## config.mk

```make
export PLATFORM = sky130hd
export DESIGN_NAME = supervisor_dev_flat
export DESIGN_NICKNAME = d
export VERILOG_FILES = /design/src/common/supervisor_pkg.sv /design/src/common/supervisor_if.sv /design/src/supervisor_dev.sv /design/src/flat_wrapper.sv
export VERILOG_INCLUDE_DIRS = /design/src /design/src/common
export SDC_FILE = /design/constraint.sdc
export NUM_CORES = 1
export LEC_CHECK = 0
export BUFFER_PORTS_ARGS = -buffer_cell sky130_fd_sc_hd__buf_2
export CAP_MARGIN = 30
export CORE_UTILIZATION = 60
export DETAILED_ROUTE_END_ITERATION = 7
export PLACE_DENSITY_LB_ADDON = 0.15
export SLEW_MARGIN = 5
export SYNTH_ARGS = -nofsm -noshare
export SYNTH_HDL_FRONTEND = slang
export SYNTH_SLANG_ARGS = --single-unit
```

## constraint.sdc

```tcl
create_clock -name hclk -period 3.1 [get_ports hclk]
set_clock_uncertainty 0.05 [all_clocks]
set_input_delay 0.155 -clock hclk [delete_from_list [all_inputs] [get_ports hclk]]
set_output_delay 0.155 -clock hclk [all_outputs]
set_load 0.05 [all_outputs]
```

## src/common/supervisor_regs.svh

```systemverilog
// supervisor constants: offsets, fields, timing counts
// assumes a 25 MHz hclk; times convert to cycles here
// What this block does
// hold reset for hold-off after supply returns
// assert reset while supply below threshold
// manual reset asserts reset, disables watchdog
// reset asserted disables watchdog, ignores kicks
// host holds level changes at least 1 us
// guard low disables watchdog, ignores kicks
// disabled watchdog leaves timeout flag released
// guard high runs watchdog, may change anytime
// ignore kicks for settle time after enabling
// only falling kick edges service the watchdog
// host kick pulses at least 50 ns wide
// first kick only before close time
// later kicks inside open..close window else fault
// floating select: 800 ms open, 1600 ms close
// resistor select: 1.85 ms open, 11 ms close
// probe select pin after reset, within 381 us
// startup: ignore supply for 300 us first
// timeout flag low for hold-off, then released
// reset asserted forces timeout flag released
// kicks ignored while timeout flag low
// capacitor mode: comparator close, open half
// synchronise all asynchronous inputs first
`ifndef SUPERVISOR_REGS_SVH
`define SUPERVISOR_REGS_SVH

// ============
// clock
`define CLK_MHZ 25
`define CLK_PERIOD_NS 40

// ============
// times in their own units
`define HOLDOFF_US 200000
`define STARTUP_US 300
`define SETTLE_US 150
`define PROBE_US 381
`define FLOAT_OPEN_US 800000
`define FLOAT_CLOSE_US 1600000
`define RES_OPEN_NS 1850000
`define RES_CLOSE_US 11000
`define LEVEL_HOLD_NS 1000
`define KICK_LOW_NS 50
`define DISCH_NS 1000

// ============
// derived cycle counts (least times round up)
`define HOLDOFF_CYC (`HOLDOFF_US * `CLK_MHZ)
`define STARTUP_CYC (`STARTUP_US * `CLK_MHZ)
`define SETTLE_CYC (`SETTLE_US * `CLK_MHZ)
`define PROBE_CYC (`PROBE_US * `CLK_MHZ)
`define FLOAT_OPEN_CYC (`FLOAT_OPEN_US * `CLK_MHZ)
`define FLOAT_CLOSE_CYC (`FLOAT_CLOSE_US * `CLK_MHZ)
`define RES_OPEN_CYC (`RES_OPEN_NS / `CLK_PERIOD_NS)
`define RES_CLOSE_CYC (`RES_CLOSE_US * `CLK_MHZ)
`define LEVEL_HOLD_CYC ((`LEVEL_HOLD_NS + `CLK_PERIOD_NS - 1) / `CLK_PERIOD_NS)
`define KICK_LOW_CYC ((`KICK_LOW_NS + `CLK_PERIOD_NS - 1) / `CLK_PERIOD_NS)
`define DISCH_CYC ((`DISCH_NS + `CLK_PERIOD_NS - 1) / `CLK_PERIOD_NS)
`define SENSE_SAMPLE_CYC 4

// ============
// host register map and fields
`define CTRL_OFS 8'h00
`define KICK_OFS 8'h04
`define STAT_OFS 8'h08
`define CTRL_MAN_BIT 0
`define CTRL_EN_BIT 1
`define KICK_GO_BIT 0
`define CTRL_RST 2'b00

// ============
// synchroniser reset levels: manual high, guard low, kick high
`define SYNC_INIT 8'h05

`endif

```

## src/common/supervisor_pkg.sv

```systemverilog
// types shared by both ends of the supervisor link
// assumes the constants header is included by whoever needs numbers
package supervisor_pkg;

    typedef enum logic [3:0] {
        SUP_START = 4'b0001,
        SUP_LOW = 4'b0010,
        SUP_HOLD = 4'b0100,
        SUP_RUN = 4'b1000
    } sup_state_e;

    typedef enum logic [4:0] {
        WD_OFF = 5'b00001,
        WD_SETTLE = 5'b00010,
        WD_FIRST = 5'b00100,
        WD_WINDOW = 5'b01000,
        WD_FAULT = 5'b10000
    } wd_state_e;

    typedef enum logic [3:0] {
        PR_IDLE = 4'b0001,
        PR_DISCH = 4'b0010,
        PR_SENSE = 4'b0100,
        PR_DONE = 4'b1000
    } probe_state_e;

    typedef enum logic [1:0] {
        MODE_FLOAT = 2'b00,
        MODE_RES = 2'b01,
        MODE_CAP = 2'b10
    } win_mode_e;

endpackage

```

## src/common/supervisor_if.sv

```systemverilog
// pins between the supervisor and the host that services it
// open-drain outputs resolve here with an implied pullup
`timescale 1ns/1ps
interface supervisor_if;
    // host to device
    logic manual_reset_n;
    logic guard_enable;
    logic service_kick_in;
    // device open-drain drivers
    logic reset_o;
    logic reset_oe;
    logic flag_o;
    logic flag_oe;
    // resolved lines, pulled high when nobody drives
    logic reset_line;
    logic timeout_flag_n;

    assign reset_line = reset_oe ? reset_o : 1'b1;
    assign timeout_flag_n = flag_oe ? flag_o : 1'b1;

    modport dev (
        input manual_reset_n,
        input guard_enable,
        input service_kick_in,
        output reset_o,
        output reset_oe,
        output flag_o,
        output flag_oe
    );

    modport host (
        output manual_reset_n,
        output guard_enable,
        output service_kick_in,
        input reset_line,
        input timeout_flag_n
    );
endinterface

```

## src/supervisor_dev.sv

```systemverilog
// device end: reset sequencer, window-select probe and window watchdog
// assumes comparators and pin sense arrive as async levels
`timescale 1ns/1ps
`include "supervisor_regs.svh"
module supervisor_dev
    import supervisor_pkg::*;
#(
    parameter int unsigned HOLDOFF_CYC = `HOLDOFF_CYC,
    parameter int unsigned STARTUP_CYC = `STARTUP_CYC,
    parameter int unsigned PROBE_CYC = `PROBE_CYC,
    parameter int unsigned FLOAT_OPEN_CYC = `FLOAT_OPEN_CYC,
    parameter int unsigned FLOAT_CLOSE_CYC = `FLOAT_CLOSE_CYC,
    parameter int unsigned RES_OPEN_CYC = `RES_OPEN_CYC,
    parameter int unsigned RES_CLOSE_CYC = `RES_CLOSE_CYC
)
(
    // clock and reset
    input wire logic hclk,
    input wire logic hresetn,
    // link to the host
    supervisor_if.dev link,
    // supply comparators
    input wire logic below_threshold,
    input wire logic above_release,
    input wire logic lockout_ok,
    // window select pin and its comparator
    input wire logic window_select_in,
    output logic window_select_out,
    output logic window_select_oe,
    input wire logic cap_done_in,
    // visibility
    output win_mode_e window_mode,
    output logic probe_done
);

    // ============
    // input synchronisers
    localparam logic [7:0] SYNC_INIT = `SYNC_INIT;
    logic [7:0] raw;
    logic [7:0] meta;
    logic [7:0] sync;

    assign raw = {window_select_in, cap_done_in, lockout_ok, above_release,
                  below_threshold, link.service_kick_in, link.guard_enable,
                  link.manual_reset_n};

    // two flops per input, first one read only by the second
    for (genvar i = 0; i < 8; i++)
    begin : g_sync
        always_ff @(posedge hclk or negedge hresetn)
        begin
            if (!hresetn)
            begin
                meta[i] <= SYNC_INIT[i];
                sync[i] <= SYNC_INIT[i];
            end
            else
            begin
                meta[i] <= raw[i];
                sync[i] <= meta[i];
            end
        end
    end

    wire man_n = sync[0];
    wire guard = sync[1];
    wire kick = sync[2];
    wire supply_low = sync[3];
    wire supply_back = sync[4];
    wire lock_ok = sync[5];
    wire cap_done = sync[6];
    wire sel_high = sync[7];

    // edge detection on synchronised levels only
    logic kick_q;
    logic cap_q;
    wire kick_fall = kick_q & ~kick;
    wire cap_rise = cap_done & ~cap_q;

    always_ff @(posedge hclk or negedge hresetn)
    begin
        if (!hresetn)
        begin
            kick_q <= 1'b1;
            cap_q <= 1'b0;
        end
        else
        begin
            kick_q <= kick;
            cap_q <= cap_done;
        end
    end

    // ============
    // reset sequencer
    sup_state_e sup_state, next_sup_state;
    logic [31:0] sup_cnt, next_sup_cnt;

    always_comb
    begin
        next_sup_state = sup_state;
        next_sup_cnt = sup_cnt + 32'd1;
        case (sup_state)
            SUP_START:
            begin
                if (!lock_ok)
                    next_sup_cnt = 32'd0;
                else if (sup_cnt >= STARTUP_CYC - 1)
                    next_sup_state = SUP_LOW;
            end
            SUP_LOW:
            begin
                next_sup_cnt = 32'd0;
                if (supply_back && !supply_low && man_n)
                    next_sup_state = SUP_HOLD;
            end
            SUP_HOLD:
            begin
                if (supply_low || !man_n)
                    next_sup_state = SUP_LOW;
                else if (sup_cnt >= HOLDOFF_CYC - 1)
                    next_sup_state = SUP_RUN;
            end
            SUP_RUN:
            begin
                next_sup_cnt = 32'd0;
                if (supply_low || !man_n)
                    next_sup_state = SUP_LOW;
            end
            default:
            begin
                next_sup_state = SUP_START;
                next_sup_cnt = 32'd0;
            end
        endcase
        // losing the operating level restarts the power-up wait
        if (!lock_ok && sup_state != SUP_START)
        begin
            next_sup_state = SUP_START;
            next_sup_cnt = 32'd0;
        end
    end

    // reset pin is a registered open-drain low
    always_ff @(posedge hclk or negedge hresetn)
    begin
        if (!hresetn)
        begin
            sup_state <= SUP_START;
            sup_cnt <= 32'd0;
            link.reset_oe <= 1'b1;
        end
        else
        begin
            sup_state <= next_sup_state;
            sup_cnt <= next_sup_cnt;
            link.reset_oe <= (next_sup_state != SUP_RUN);
        end
    end

    assign link.reset_o = 1'b0;
    wire entering_hold = (next_sup_state == SUP_HOLD) && (sup_state != SUP_HOLD);

    // ============
    // window select probe: discharge, release, classify
    probe_state_e pr_state, next_pr_state;
    logic [15:0] pr_cnt, next_pr_cnt;
    win_mode_e next_mode;

    always_comb
    begin
        next_pr_state = pr_state;
        next_pr_cnt = pr_cnt + 16'd1;
        next_mode = window_mode;
        case (pr_state)
            PR_IDLE, PR_DONE:
                next_pr_cnt = 16'd0;
            PR_DISCH:
            begin
                if (pr_cnt >= 16'(`DISCH_CYC - 1))
                    next_pr_state = PR_SENSE;
            end
            PR_SENSE:
            begin
                // a resistor pulls the pin up before any cap could charge
                if (pr_cnt == 16'(`DISCH_CYC + `SENSE_SAMPLE_CYC) && sel_high)
                begin
                    next_mode = MODE_RES;
                    next_pr_state = PR_DONE;
                end
                else if (cap_rise)
                begin
                    next_mode = MODE_CAP;
                    next_pr_state = PR_DONE;
                end
                else if (pr_cnt >= 16'(PROBE_CYC - 1))
                begin
                    next_mode = MODE_FLOAT;
                    next_pr_state = PR_DONE;
                end
            end
            default:
                next_pr_state = PR_IDLE;
        endcase
        // every reset release sequence re-probes the pin
        if (entering_hold)
        begin
            next_pr_state = PR_DISCH;
            next_pr_cnt = 16'd0;
        end
    end

    // ============
    // window watchdog
    wd_state_e wd_state, next_wd_state;
    logic [31:0] wd_cnt, next_wd_cnt;
    logic [31:0] cap_len, next_cap_len;
    logic restart;

    wire wd_en = (sup_state == SUP_RUN) && guard && man_n;
    wire is_cap = (window_mode == MODE_CAP);
    wire [31:0] open_cyc = is_cap ? (cap_len >> 1) :
        (window_mode == MODE_RES) ? RES_OPEN_CYC : FLOAT_OPEN_CYC;
    wire [31:0] close_cyc = (window_mode == MODE_RES) ? RES_CLOSE_CYC : FLOAT_CLOSE_CYC;
    wire close_hit = is_cap ? cap_rise : (wd_cnt >= close_cyc - 1);

    always_comb
    begin
        next_wd_state = wd_state;
        next_wd_cnt = wd_cnt + 32'd1;
        next_cap_len = cap_len;
        restart = 1'b0;
        case (wd_state)
            WD_OFF:
            begin
                next_wd_cnt = 32'd0;
                if (wd_en)
                    next_wd_state = WD_SETTLE;
            end
            WD_SETTLE:
            begin
                if (wd_cnt >= 32'(`SETTLE_CYC - 1))
                begin
                    next_wd_state = WD_FIRST;
                    next_wd_cnt = 32'd0;
                    restart = 1'b1;
                end
            end
            WD_FIRST:
            begin
                if (kick_fall)
                begin
                    next_wd_state = WD_WINDOW;
                    next_wd_cnt = 32'd0;
                    restart = 1'b1;
                end
                else if (close_hit)
                begin
                    next_wd_state = WD_FAULT;
                    next_wd_cnt = 32'd0;
                end
            end
            WD_WINDOW:
            begin
                if (kick_fall)
                begin
                    next_wd_state = (wd_cnt < open_cyc) ? WD_FAULT : WD_WINDOW;
                    next_wd_cnt = 32'd0;
                    restart = (wd_cnt >= open_cyc);
                end
                else if (close_hit)
                begin
                    next_wd_state = WD_FAULT;
                    next_wd_cnt = 32'd0;
                end
            end
            WD_FAULT:
            begin
                // kicks are not looked at here
                if (wd_cnt >= HOLDOFF_CYC - 1)
                begin
                    next_wd_state = WD_FIRST;
                    next_wd_cnt = 32'd0;
                    restart = 1'b1;
                end
            end
            default:
                next_wd_state = WD_OFF;
        endcase
        // capacitor charge time sets the next open bound
        if (is_cap && cap_rise && (wd_state == WD_FIRST || wd_state == WD_WINDOW))
            next_cap_len = wd_cnt;
        if (!wd_en)
        begin
            next_wd_state = WD_OFF;
            next_wd_cnt = 32'd0;
            restart = 1'b0;
        end
    end

    // state, flag pin and pin discharge drive
    always_ff @(posedge hclk or negedge hresetn)
    begin
        if (!hresetn)
        begin
            pr_state <= PR_IDLE;
            pr_cnt <= 16'd0;
            window_mode <= MODE_FLOAT;
            wd_state <= WD_OFF;
            wd_cnt <= 32'd0;
            cap_len <= 32'd0;
            link.flag_oe <= 1'b0;
            window_select_oe <= 1'b0;
        end
        else
        begin
            pr_state <= next_pr_state;
            pr_cnt <= next_pr_cnt;
            window_mode <= next_mode;
            wd_state <= next_wd_state;
            wd_cnt <= next_wd_cnt;
            cap_len <= next_cap_len;
            link.flag_oe <= (next_wd_state == WD_FAULT);
            // one-cycle discharge restarts the timing cap each window
            window_select_oe <= (next_pr_state == PR_DISCH) || (restart && is_cap);
        end
    end

    assign link.flag_o = 1'b0;
    assign window_select_out = 1'b0;
    assign probe_done = (pr_state == PR_DONE);

endmodule

```

## src/flat_wrapper.sv

```systemverilog
// flat-port wrapper written by rule: the top's interface ports become plain ports
module supervisor_dev_flat import supervisor_pkg::*;
#(
    parameter int unsigned HOLDOFF_CYC = `HOLDOFF_CYC,
    parameter int unsigned STARTUP_CYC = `STARTUP_CYC,
    parameter int unsigned PROBE_CYC = `PROBE_CYC,
    parameter int unsigned FLOAT_OPEN_CYC = `FLOAT_OPEN_CYC,
    parameter int unsigned FLOAT_CLOSE_CYC = `FLOAT_CLOSE_CYC,
    parameter int unsigned RES_OPEN_CYC = `RES_OPEN_CYC,
    parameter int unsigned RES_CLOSE_CYC = `RES_CLOSE_CYC
)
  (hclk, hresetn, below_threshold, above_release, lockout_ok, window_select_in, window_select_out, window_select_oe, cap_done_in, window_mode, probe_done, link_manual_reset_n, link_guard_enable, link_service_kick_in, link_reset_o, link_reset_oe, link_flag_o, link_flag_oe);
  supervisor_if link_i ();
  input wire logic hclk;
  input wire logic hresetn;
  input wire logic below_threshold;
  input wire logic above_release;
  input wire logic lockout_ok;
  input wire logic window_select_in;
  output logic window_select_out;
  output logic window_select_oe;
  input wire logic cap_done_in;
  output win_mode_e window_mode;
  output logic probe_done;
  input wire logic [$bits(link_i.manual_reset_n)-1:0] link_manual_reset_n;
  input wire logic [$bits(link_i.guard_enable)-1:0] link_guard_enable;
  input wire logic [$bits(link_i.service_kick_in)-1:0] link_service_kick_in;
  output wire logic [$bits(link_i.reset_o)-1:0] link_reset_o;
  output wire logic [$bits(link_i.reset_oe)-1:0] link_reset_oe;
  output wire logic [$bits(link_i.flag_o)-1:0] link_flag_o;
  output wire logic [$bits(link_i.flag_oe)-1:0] link_flag_oe;
  assign link_i.manual_reset_n = link_manual_reset_n;
  assign link_i.guard_enable = link_guard_enable;
  assign link_i.service_kick_in = link_service_kick_in;
  assign link_reset_o = link_i.reset_o;
  assign link_reset_oe = link_i.reset_oe;
  assign link_flag_o = link_i.flag_o;
  assign link_flag_oe = link_i.flag_oe;
  supervisor_dev #(.HOLDOFF_CYC(HOLDOFF_CYC), .STARTUP_CYC(STARTUP_CYC), .PROBE_CYC(PROBE_CYC), .FLOAT_OPEN_CYC(FLOAT_OPEN_CYC), .FLOAT_CLOSE_CYC(FLOAT_CLOSE_CYC), .RES_OPEN_CYC(RES_OPEN_CYC), .RES_CLOSE_CYC(RES_CLOSE_CYC)) u_core (.hclk(hclk), .hresetn(hresetn), .link(link_i), .below_threshold(below_threshold), .above_release(above_release), .lockout_ok(lockout_ok), .window_select_in(window_select_in), .window_select_out(window_select_out), .window_select_oe(window_select_oe), .cap_done_in(cap_done_in), .window_mode(window_mode), .probe_done(probe_done));
endmodule
```

==> metrics.csv, run 1 <==
metric;value;unit
status;finished clean;
vdd_drop_max;0.000570;V
boundaryPins;19;
crit_type;register to register;
ys_types;63;
yosysWarnings;0;
max_slew_margin;46.8;%
drc_errors;0;
synthMuxAreaShare;3.39;%
start_kind;register;
synth_cells;879;
synth.largest_area_cell;dfrtp_1;
design_area;9280;µm²
syn_area_per_cell;9.45;µm²
max_cap_viol_count;0;
drt-total-wl;18.4;mm
drt_iter0_drc;545;
drtAntennaViolNets;0;
seqCellArea;3690;µm²
arrival;3.17;ns
synth_area_leaders;dfrtp_1 (42%), ha_1 (6.3%), nor2_1 (4.5%), xor2_1 (4.4%), nand2_1 (3.9%);
rows;42;
r2r_start;u_core.wd_cnt[31]$_DFF_PN0_;
dr.pass1.iters;5;
dieArea;14300;µm²
powerDensity;437;nW/µm²
yosys_most_used_dff;dfrtp_1;
syn2layout_area_growth;11.7;%
drive_above_1_share;15.5;%
root_buffer;clkbuf_16;
routedWlPerCell;16.9;µm
grt_pass1_vias;6570;
cts.clk_slew.worst_paths;0.07;ns
place_area;8610;µm²
ys_ff_latch;147;
end_kind;register;
grt_setup_unrepaired;no;
grt-ovfl-total;0;
synth-edff-count;0;
setup_tns;0;ns
cts_resized;0;
synth_most_common_cell;dfrtp_1;
setup_violations;0;
n_antenna_cell;0;
hold_class;register to register;
gp_congestion;0.941;
dpl.hpwl;12.5;mm
antenna_found_initial;0;
min_from;u_core.meta[4]$_DFF_PN0_;
grt_pass1_wl;31.2;mm
initial_core_util;62.0;%
die_w;120;µm
synth_xor_area_share;7.90;%
worstSkewPairLatency;0.43;ns
synth_top_area_share;41.6;%
cp-startpoint;u_core.wd_cnt[31]$_DFF_PN0_;
finalCriticalPeriod;2.92;ns
async_flop_share;100;%
required;3.35;ns
grt_max_degree;87;
slew_violations;0;
power;4.06;mW
hold_buffers;9;
cts.path.max_buffers;2;
finish.utilization;69.3;%
portBuffers;15;
synth-simple-area-share;24.5;%
synth_compound_area_share;9.56;%
cts_setup_buffers;0;
worstMarginPinSlew;0.798;ns
ys_seq_area_share;44.4;%
synth_top_family_by_area;simple AND/OR/NAND/NOR gates;
cts_tree;yes;
die_y;120;µm
multi_input_area;4320;µm²
cts.sinks;147;
via_count;6549;
cts_max_level;4;
core_area;13400;µm²
grt_usage;27.7;%
syn_area;8310;µm²
p_leak;3.96;nW
timing.final.crit_share;94.2;%
fmax;342;MHz
holdWs;0.298;ns
cts_buffers;17;
synth_common_cells;dfrtp_1 (138), nor2_1 (99), nand2_1 (87);
synthAdderAreaFrac;6.44;%
nets;949;
viasPerCell;6.03;
finalHoldViolCount;0;
nFillCells;1016;
cp_max_fo;5;
==> stage by stage <==
stage                     std cells  setup WS, ns
after detailed placement       1045         0.205
after floorplan                 881       0.00768
after global routing           1086        0.0269
after global placement         1045         0.285
after CTS                      1086         0.184
final                          1086         0.180
==> routing by layer <==
metal | track usage, % | routed length (µm) | up-vias
li1 | - | - | 3144
met1 | 35.5 | 8130 | 3218
met2 | 45.6 | 9100 | 149
met3 | 5.89 | 687 | 38
met4 | 12.0 | 469 | 0
met5 | 0 | 0 | -
==> worst max-delay path, stage by stage (launching register included) <==
cell and delay [ns]:
dfrtp_1 0.43, or4_4 0.57, or4b_4 0.57, a2111oi_2 0.44, nor2_1 0.08, nor2_1 0.18
a21oi_1 0.09, or3b_1 0.37
==> kinds of logic after synthesis <==
logic type	Yosys count
adder cells (fa/ha/maj)	43
XOR/XNOR	75
flip-flops	147
buffers and inverters	72
multiplexers	25
AO/OA/AOI/OAI	127
AND/OR/NAND/NOR	389
other	1
==> area by class of cell <==
cell class	instances	share of cell area (%)
Timing Repair Buffer	47	4.11
Sequential cell	147	39.8
Clock buffer	18	4.73
Inverter	22	0.890
Tap cell	176	2.37
Multi-Input combinational cell	662	46.6
Clock inverter	14	1.58
==> report_power, final <==
part / internal [mW] / total, mW / switching (mW)
sequential: 1.94 / 1.94 / 0.00836
combinational: 0.0215 / 0.0824 / 0.0609
clock: 1.15 / 2.03 / 0.875
total: 3.11 / 4.06 / 0.944
==> path summary, 6_finish.rpt <==
| path | slack [ns] | cells past startpoint | endpoint |
|---|---|---|---|
| worst max-delay path | 0.18 | 7 | u_core.window_select_oe$_DFF_PN0_ |
| worst min-delay path | 0.30 | 0 | u_core.supply_back$_DFF_PN0_ |
| worst max register to register | 0.18 | 7 | u_core.window_select_oe$_DFF_PN0_ |
| worst min register to register | 0.30 | 0 | u_core.supply_back$_DFF_PN0_ |
| max in group asynchronous | 1.82 | 3 | u_core.sup_state[0]$_DFF_PN1_ |
| min in group asynchronous | 0.31 | 2 | u_core.cap_len[26]$_DFFE_PN0P_ |
==> layout by cell type, fill, tap and decap left out, types with 33 or more instances in the layout <==
| master | netlist | layout |
|---|---|---|
| a21oi_1 | 36 | 36 |
| dfrtp_1 | 138 | 137 |
| ha_1 | 42 | 42 |
| nand2_1 | 87 | 87 |
| nand3_1 | 49 | 49 |
| nor2_1 | 99 | 99 |
| o21ai_0 | 46 | 46 |
| xnor2_1 | 33 | 33 |
| xor2_1 | 42 | 42 |
==> registers in the layout, summed over array words and instances, names as in the netlist, 2 cells and up <==
name and cells:
u_core.sup_state 4, u_core.wd_state 5, u_core.pr_state 4, u_core.pr_cnt 16, u_core.cap_len 31, u_core.window_mode 2
u_core.sup_cnt 32, u_core.meta 8, u_core.wd_cnt 32
(Power assumes the default switching activity.)
==> inputs of run 2 (changes only) <==
Clock period 3.1 ns to 3 ns, I/O delays scaled along.
==> metrics.csv, run 2 (synthesis results as in run 1) <==
metric;value;unit;change
status;finished clean;;unchanged
drive_above_1_share;15.9;%;was 15.5%
cts_max_level;4;;unchanged
cp-startpoint;u_core.wd_cnt[31]$_DFF_PN0_;;unchanged
finalHoldViolCount;0;;unchanged
r2r_start;u_core.wd_cnt[31]$_DFF_PN0_;;unchanged
die_w;120;µm;unchanged
layout_common_cells;dfrtp_1 (136), nor2_1 (99), nand2_1 (87);;was dfrtp_1 (137), nor2_1 (99), nand2_1 (87)
start_kind;register;;unchanged
cts_tree;yes;;unchanged
drc_errors;0;;unchanged
dieArea;14300;µm²;unchanged
syn2layout_area_growth;12.3;%;was 11.7%
dpl.hpwl;12.3;mm;was 12.5 mm
timing.final.crit_share;94.8;%;was 94.2%
holdWs;0.287;ns;was 0.298 ns
intPower;3.30;mW;was 3.11 mW
p_leak;3.98;nW;was 3.96 nW
grt-ovfl-total;0;;unchanged
cp-endpoint;u_core.wd_cnt[31]$_DFF_PN0_;;was u_core.window_select_oe$_DFF_PN0_
p_sw_share;22.5;%;was 23.3%
viasPerCell;6.00;;was 6.03
grt_setup_unrepaired;no;;unchanged
max_cap_viol_count;0;;unchanged
boundaryPins;19;;unchanged
worstMarginPinSlew;0.802;ns;was 0.798 ns
reg2reg_slack;0.16;ns;was 0.18 ns
die_y;120;µm;unchanged
cts_setup_buffers;0;;unchanged
via_count;6539;;was 6549
cts.path.max_buffers;2;;unchanged
worstSkewPairLatency;0.43;ns;about the same
power_frac_seq;47.2;%;was 48.0%
grt_pass1_wl;31.2;mm;about the same
grt_max_degree;80;;was 87
multi_input_area;4320;µm²;about the same
final_common_cell;dfrtp_1;;unchanged
setup_tns;0;ns;unchanged
drtAntennaViolNets;0;;unchanged
rows;42;;unchanged
vdd_drop_max;0.000456;V;was 0.000570 V
setup_violations;0;;unchanged
finalCriticalPeriod;2.84;ns;was 2.92 ns
drt_iter0_drc;448;;was 545
power;4.26;mW;was 4.06 mW
cts.sinks;147;;unchanged
n_antenna_cell;0;;unchanged
root_buffer;clkbuf_16;;unchanged
drt-total-wl;18.2;mm;was 18.4 mm
seqCellArea;3690;µm²;about the same
place_area;8630;µm²;was 8610 µm²
arrival;3.13;ns;was 3.17 ns
r2r-end;u_core.wd_cnt[31]$_DFF_PN0_;;was u_core.window_select_oe$_DFF_PN0_
cts.clk_slew.worst_paths;0.07;ns;about the same
max_slew_margin;46.1;%;was 46.8%
end_kind;register;;unchanged
cts_buffers;17;;unchanged
fmax;352;MHz;was 342 MHz
r2r_cells;8;;was 7
slew_violations;0;;unchanged
initial_core_util;62.0;%;unchanged
reg_top3;u_core.sup_cnt: 32 flops, u_core.wd_cnt: 32 flops, u_core.cap_len: 31 flops;;unchanged
portBuffers;15;;unchanged
nFillCells;1038;;was 1016
antenna_found_initial;0;;unchanged
cp_max_fo;32;;was 5
design_area;9330;µm²;was 9280 µm²
gp_congestion;0.889;;was 0.941
grt_usage;27.7;%;about the same
p_clk_share;50.8;%;was 50.0%
core_area;13400;µm²;unchanged
grt_pass1_vias;6543;;was 6570
hold_class;input pin to asynchronous set/reset pin;;was register to register
crit_type;register to register;;unchanged
nets;952;;was 949
routedWlPerCell;16.7;µm;was 16.9 µm
required;3.28;ns;was 3.35 ns
powerDensity;456;nW/µm²;was 437 nW/µm²
p_comb_share;2.1;%;was 2.0%
power_switching;0.960;mW;was 0.944 mW
dr.pass1.iters;5;;unchanged
[run 2: what timing repair did]
action	CTS	global route
resized for setup	0	4
setup endpoints to repair	0	19
hold endpoints to repair	80	0
hold buffers	9	0
[run 2: per-layer routing]
metal	GRT usage, %	share of wire, %	vias to the layer above	wire [µm]
met1	34.9	44	3169	7930
met5	0	0	-	0
met3	6.13	4.3	43	782
met2	45.5	49	179	8920
met4	12.6	2.9	0	521
li1	-	-	3148	-
[run 2: final cells by class]
type	instances	share of cell area (%)
multi-input combinational	662	46.3
tap	176	2.36
timing repair buffer	50	4.37
inverter	22	0.885
sequential	147	39.6
clock buffer	18	4.71
clock inverter	14	1.80
[run 2: worst min-delay path by stage]
| stage | startpoint | end | slack (ns) | depth (start not counted) |
|---|---|---|---|---|
| global route | lockout_ok | u_core.meta[5]$_DFF_PN0_ | 0.31 | 2 |
| detailed placement | hresetn | u_core.wd_cnt[16]$_DFF_PN0_ | 0.19 | 1 |
| floorplan | hresetn | u_core.cap_done$_DFF_PN0_ | -0.20 | 0 |
| finish | hresetn | u_core.wd_cnt[16]$_DFF_PN0_ | 0.29 | 2 |
| CTS | window_select_in | u_core.meta[7]$_DFF_PN0_ | 0.30 | 2 |
| global placement | hresetn | u_core.wd_cnt[19]$_DFF_PN0_ | 0.19 | 1 |
[run 2: power by group through the flow]
stage / clock network, mW / logic, mW / registers (mW)
CTS: 2.20 / 0.0904 / 2.01
finish: 2.16 / 0.0875 / 2.01
global route: 2.29 / 0.101 / 2.01
floorplan: 0 / 0.0281 / 2.04
detailed placement: 0 / 0.0811 / 2.05
global placement: 0 / 0.0790 / 2.04
[run 2: through the flow]
stage | setup WS, ns | instances | utilization, %
floorplan | 0.0411 | 881 | -
global placement | 0.151 | 1048 | 64.4
detailed placement | 0.139 | 1048 | 64.4
CTS | 0.0623 | 1089 | 69.6
global route | 0.0241 | 1089 | 69.6
finish | 0.156 | 1089 | 69.6
[run 2: worst max-delay path: stages (launching register included)]
cell and delay (ns):
dfrtp_1 0.39, or4_4 0.55, or4b_4 0.57, a2111oi_2 0.43
o31ai_1 0.16, o21ai_2 0.11, a31oi_4 0.05, buf_12 0.19
nor3_1 0.22
==> inputs of run 3 (changes only) <==
Settings changed: ABC_AREA set to 1, CORE_UTILIZATION 60 to 55.
==> metrics.csv, run 3 <==
metric;value;unit;change
status;finished clean;;unchanged
timing.final.crit_share;90.5;%;was 94.8%
crit_path_top_delay_cell;dfrtp_1;;was or4b_4
n_antenna_cell;0;;unchanged
start_kind;register;;unchanged
synth_top_area_share;39.7;%;was 41.6%
cts.clk_slew.worst_paths;0.06;ns;was 0.07 ns
slew_violations;0;;unchanged
crit_top_cell;nand2_1;;
dpl.hpwl;13.7;mm;was 12.3 mm
drive_above_1_share;9.39;%;was 15.9%
grt_util_met2;40.4;%;was 45.5%
fmax;368;MHz;was 352 MHz
drc_errors;0;;unchanged
initial_core_util;56.9;%;was 62.0%
r2r_cells;19;;was 8
finalHoldViolCount;0;;unchanged
crit_cells;19;;was 8
cp_max_fo;24;;was 32
crit_type;register to register;;unchanged
nets;1210;;was 952
synth.largest_area_cell;dfrtp_1;;unchanged
ys_types;48;;was 63
via_count;7235;;was 6539
max_slew_margin;42.9;%;was 46.1%
p_leak;5.00;nW;was 3.98 nW
drtAntennaViolNets;0;;unchanged
grt_usage;25.3;%;was 27.7%
syn_area_per_cell;7.73;µm²;was 9.45 µm²
reg_top3;u_core.sup_cnt: 32 flops, u_core.wd_cnt: 32 flops, u_core.cap_len: 31 flops;;unchanged
grt_setup_unrepaired;no;;unchanged
arrival;3.03;ns;was 3.13 ns
final_common_cell;nand2_1;;was dfrtp_1
crit_chain;nor2_1 -> buf_6 -> inv_2 -> buf_4 -> o21ai_0 -> ha_1 -> nand2_1 -> inv_1 -> nand3_1 -> a31oi_1 -> nor2_1 -> nand2_1 -> nand2_1 -> nand4_1 -> nand2_1 -> inv_1 -> nand2_1 -> nand2_1 -> nor2_1;;was or4_4 -> or4b_4 -> a2111oi_2 -> o31ai_1 -> o21ai_2 -> a31oi_4 -> buf_12 -> nor3_1
cts_tree;yes;;unchanged
ys_ff_latch;147;;unchanged
finalCriticalPeriod;2.71;ns;was 2.84 ns
end_kind;register;;unchanged
routedWlPerCell;13.7;µm;was 16.7 µm
busiest_layer;met2;;unchanged
antenna_found_initial;0;;unchanged
syn_area;8710;µm²;was 8310 µm²
worstMarginPinSlew;0.856;ns;was 0.802 ns
cts.sinks;147;;unchanged
setup_violations;0;;unchanged
hold_depth;0;;
boundaryPins;19;;unchanged
dr.pass1.iters;5;;unchanged
yosysWarnings;0;;unchanged
ys_seq_area_share;42.4;%;was 44.4%
cts_buffers;17;;unchanged
grt_pass1_wl;32.6;mm;was 31.2 mm
crit_family;simple AND/OR/NAND/NOR gates;;unchanged
synth_common_cells;nand2_1 (232), inv_1 (180), dfrtp_1 (138), nor2_1 (138), nand3_1 (68);;was dfrtp_1 (138), nor2_1 (99), nand2_1 (87)
synth_cells;1126;;was 879
grt_use_met3;4.88;%;was 6.13%
finish.utilization;63.5;%;was 69.6%
viasPerCell;5.24;;was 6.00
setup_tns;0;ns;unchanged
hold_class;register to register;;was input pin to asynchronous set/reset pin
async_flop_share;100;%;unchanged
drt_iter0_drc;543;;was 448
use_met1;35.3;%;was 34.9%
grt-ovfl-total;0;;unchanged
synth-edff-count;0;;unchanged
core_area;15300;µm²;was 13400 µm²
yosys_most_used_dff;dfrtp_1;;unchanged
gp_congestion;0.911;;was 0.889
dieArea;16300;µm²;was 14300 µm²
die_w;128;µm;was 120 µm
rows;45;;was 42
cp_num_buf_inv;5;;was 1
synth_most_common_cell;nand2_1;;was dfrtp_1
powerDensity;443;nW/µm²;was 456 nW/µm²
worstSkewPairLatency;0.43;ns;about the same
drt-total-wl;19.0;mm;was 18.2 mm
root_buffer;clkbuf_16;;unchanged
portBuffers;15;;unchanged
required;3.31;ns;was 3.28 ns
vdd_drop_max;0.000425;V;was 0.000456 V
cts_setup_buffers;0;;unchanged
max_cap_viol_count;0;;unchanged
die_y;128;µm;was 120 µm
cts_max_level;4;;unchanged
cts.path.max_buffers;2;;unchanged
layout_common_cells;nand2_1 (232), inv_1 (180), dfrtp_1 (138);;was dfrtp_1 (136), nor2_1 (99), nand2_1 (87)
critical_path.max_stage_delay;0.49;ns;was 0.57 ns
syn2layout_area_growth;11.8;%;was 12.3%
synth_area_leaders;dfrtp_1 (40%), nand2_1 (10%), inv_1 (7.8%), ha_1 (6.0%), nor2_1 (5.9%);;was dfrtp_1 (42%), ha_1 (6.3%), nor2_1 (4.5%), xor2_1 (4.4%), nand2_1 (3.9%)
grt_max_degree;92;;was 80
grt_pass1_vias;6833;;was 6543
[run 3: cell count changes in the layout (fill, tap and decap cells not counted), sizes merged, moves of 8 or more]
cell,before,now
a21oi,36,51
and3,15,1
buf,41,26
inv,29,186
mux2,25,6
nand2,87,236
nand2b,8,0
nand3,49,75
nor2,99,149
nor2b,8,0
nor4,20,11
o21ai,47,55
or3,9,0
xnor2,33,4
[run 3: power breakdown]
| part | internal [mW] | switching (mW) | total (mW) |
|---|---|---|---|
| registers | 2.00 | 0.00766 | 2.01 |
| logic | 0.0248 | 0.0669 | 0.0917 |
| clock network | 1.36 | 0.850 | 2.21 |
| total | 3.39 | 0.924 | 4.31 |
[run 3: area by class of cell]
cell class | count | area [µm²]
multi-input cells | 774 | 4210
clock inverters | 10 | 146
repair buffers | 35 | 270
inverters | 183 | 687
well taps | 211 | 264
flip-flops and latches | 147 | 3690
clock buffers | 22 | 464
fillers | 1365 | 5580
[run 3: stage by stage]
step / hold WS (ns) / cell area [µm²] / instances / worst slack (ns) / power (mW)
after global routing: 0.305 / 9730 / 1382 / 0.00256 / 4.44
final: 0.293 / 9730 / 1382 / 0.286 / 4.31
after floorplan: -0.196 / 8710 / 1128 / 0.104 / 2.08
after detailed placement: 0.207 / 9020 / 1341 / 0.0851 / 2.13
after global placement: 0.206 / 9020 / 1341 / 0.168 / 2.13
after CTS: 0.291 / 9720 / 1382 / 0.0876 / 4.36
[run 3: logic make-up after synthesis]
family,synth area share [%]
other cells,0.0431
flops,42.4
simple gates,28.9
mux,0.776
buf+inv,9.47
xor+xnor,4.02
compound gates,8.41
fa+ha+maj,6.04
[run 3: repair_timing]
item                                    4_1_cts  5_1_grt
endpoints found under the hold margin        92        0
hold buffers                                  9        0
resized for setup                             0        3
endpoints found under the setup margin        0        4
[run 3: metal layers]
layer  wire length [µm]  part of all wire [%]  vias to the layer above
met1               9050                    48                     3350
met4                236                   1.2                        0
met2               8690                    46                      176
met5                  0                     0                        -
li1                   -                     -                     3686
met3               1010                   5.3                       23
[run 3: final timing paths]
check	slack, ns	from	endpoint
max	0.29	u_core.window_mode[0]$_DFFE_PN0P_	u_core.link.flag_oe$_DFF_PN0_
min	0.29	u_core.meta[4]$_DFF_PN0_	u_core.supply_back$_DFF_PN0_
max reg2reg	0.29	u_core.window_mode[0]$_DFFE_PN0P_	u_core.link.flag_oe$_DFF_PN0_
min reg2reg	0.29	u_core.meta[4]$_DFF_PN0_	u_core.supply_back$_DFF_PN0_
max in group asynchronous	1.77	hresetn	u_core.cap_len[1]$_DFFE_PN0P_
min in group asynchronous	0.32	hresetn	u_core.cap_len[22]$_DFFE_PN0P_
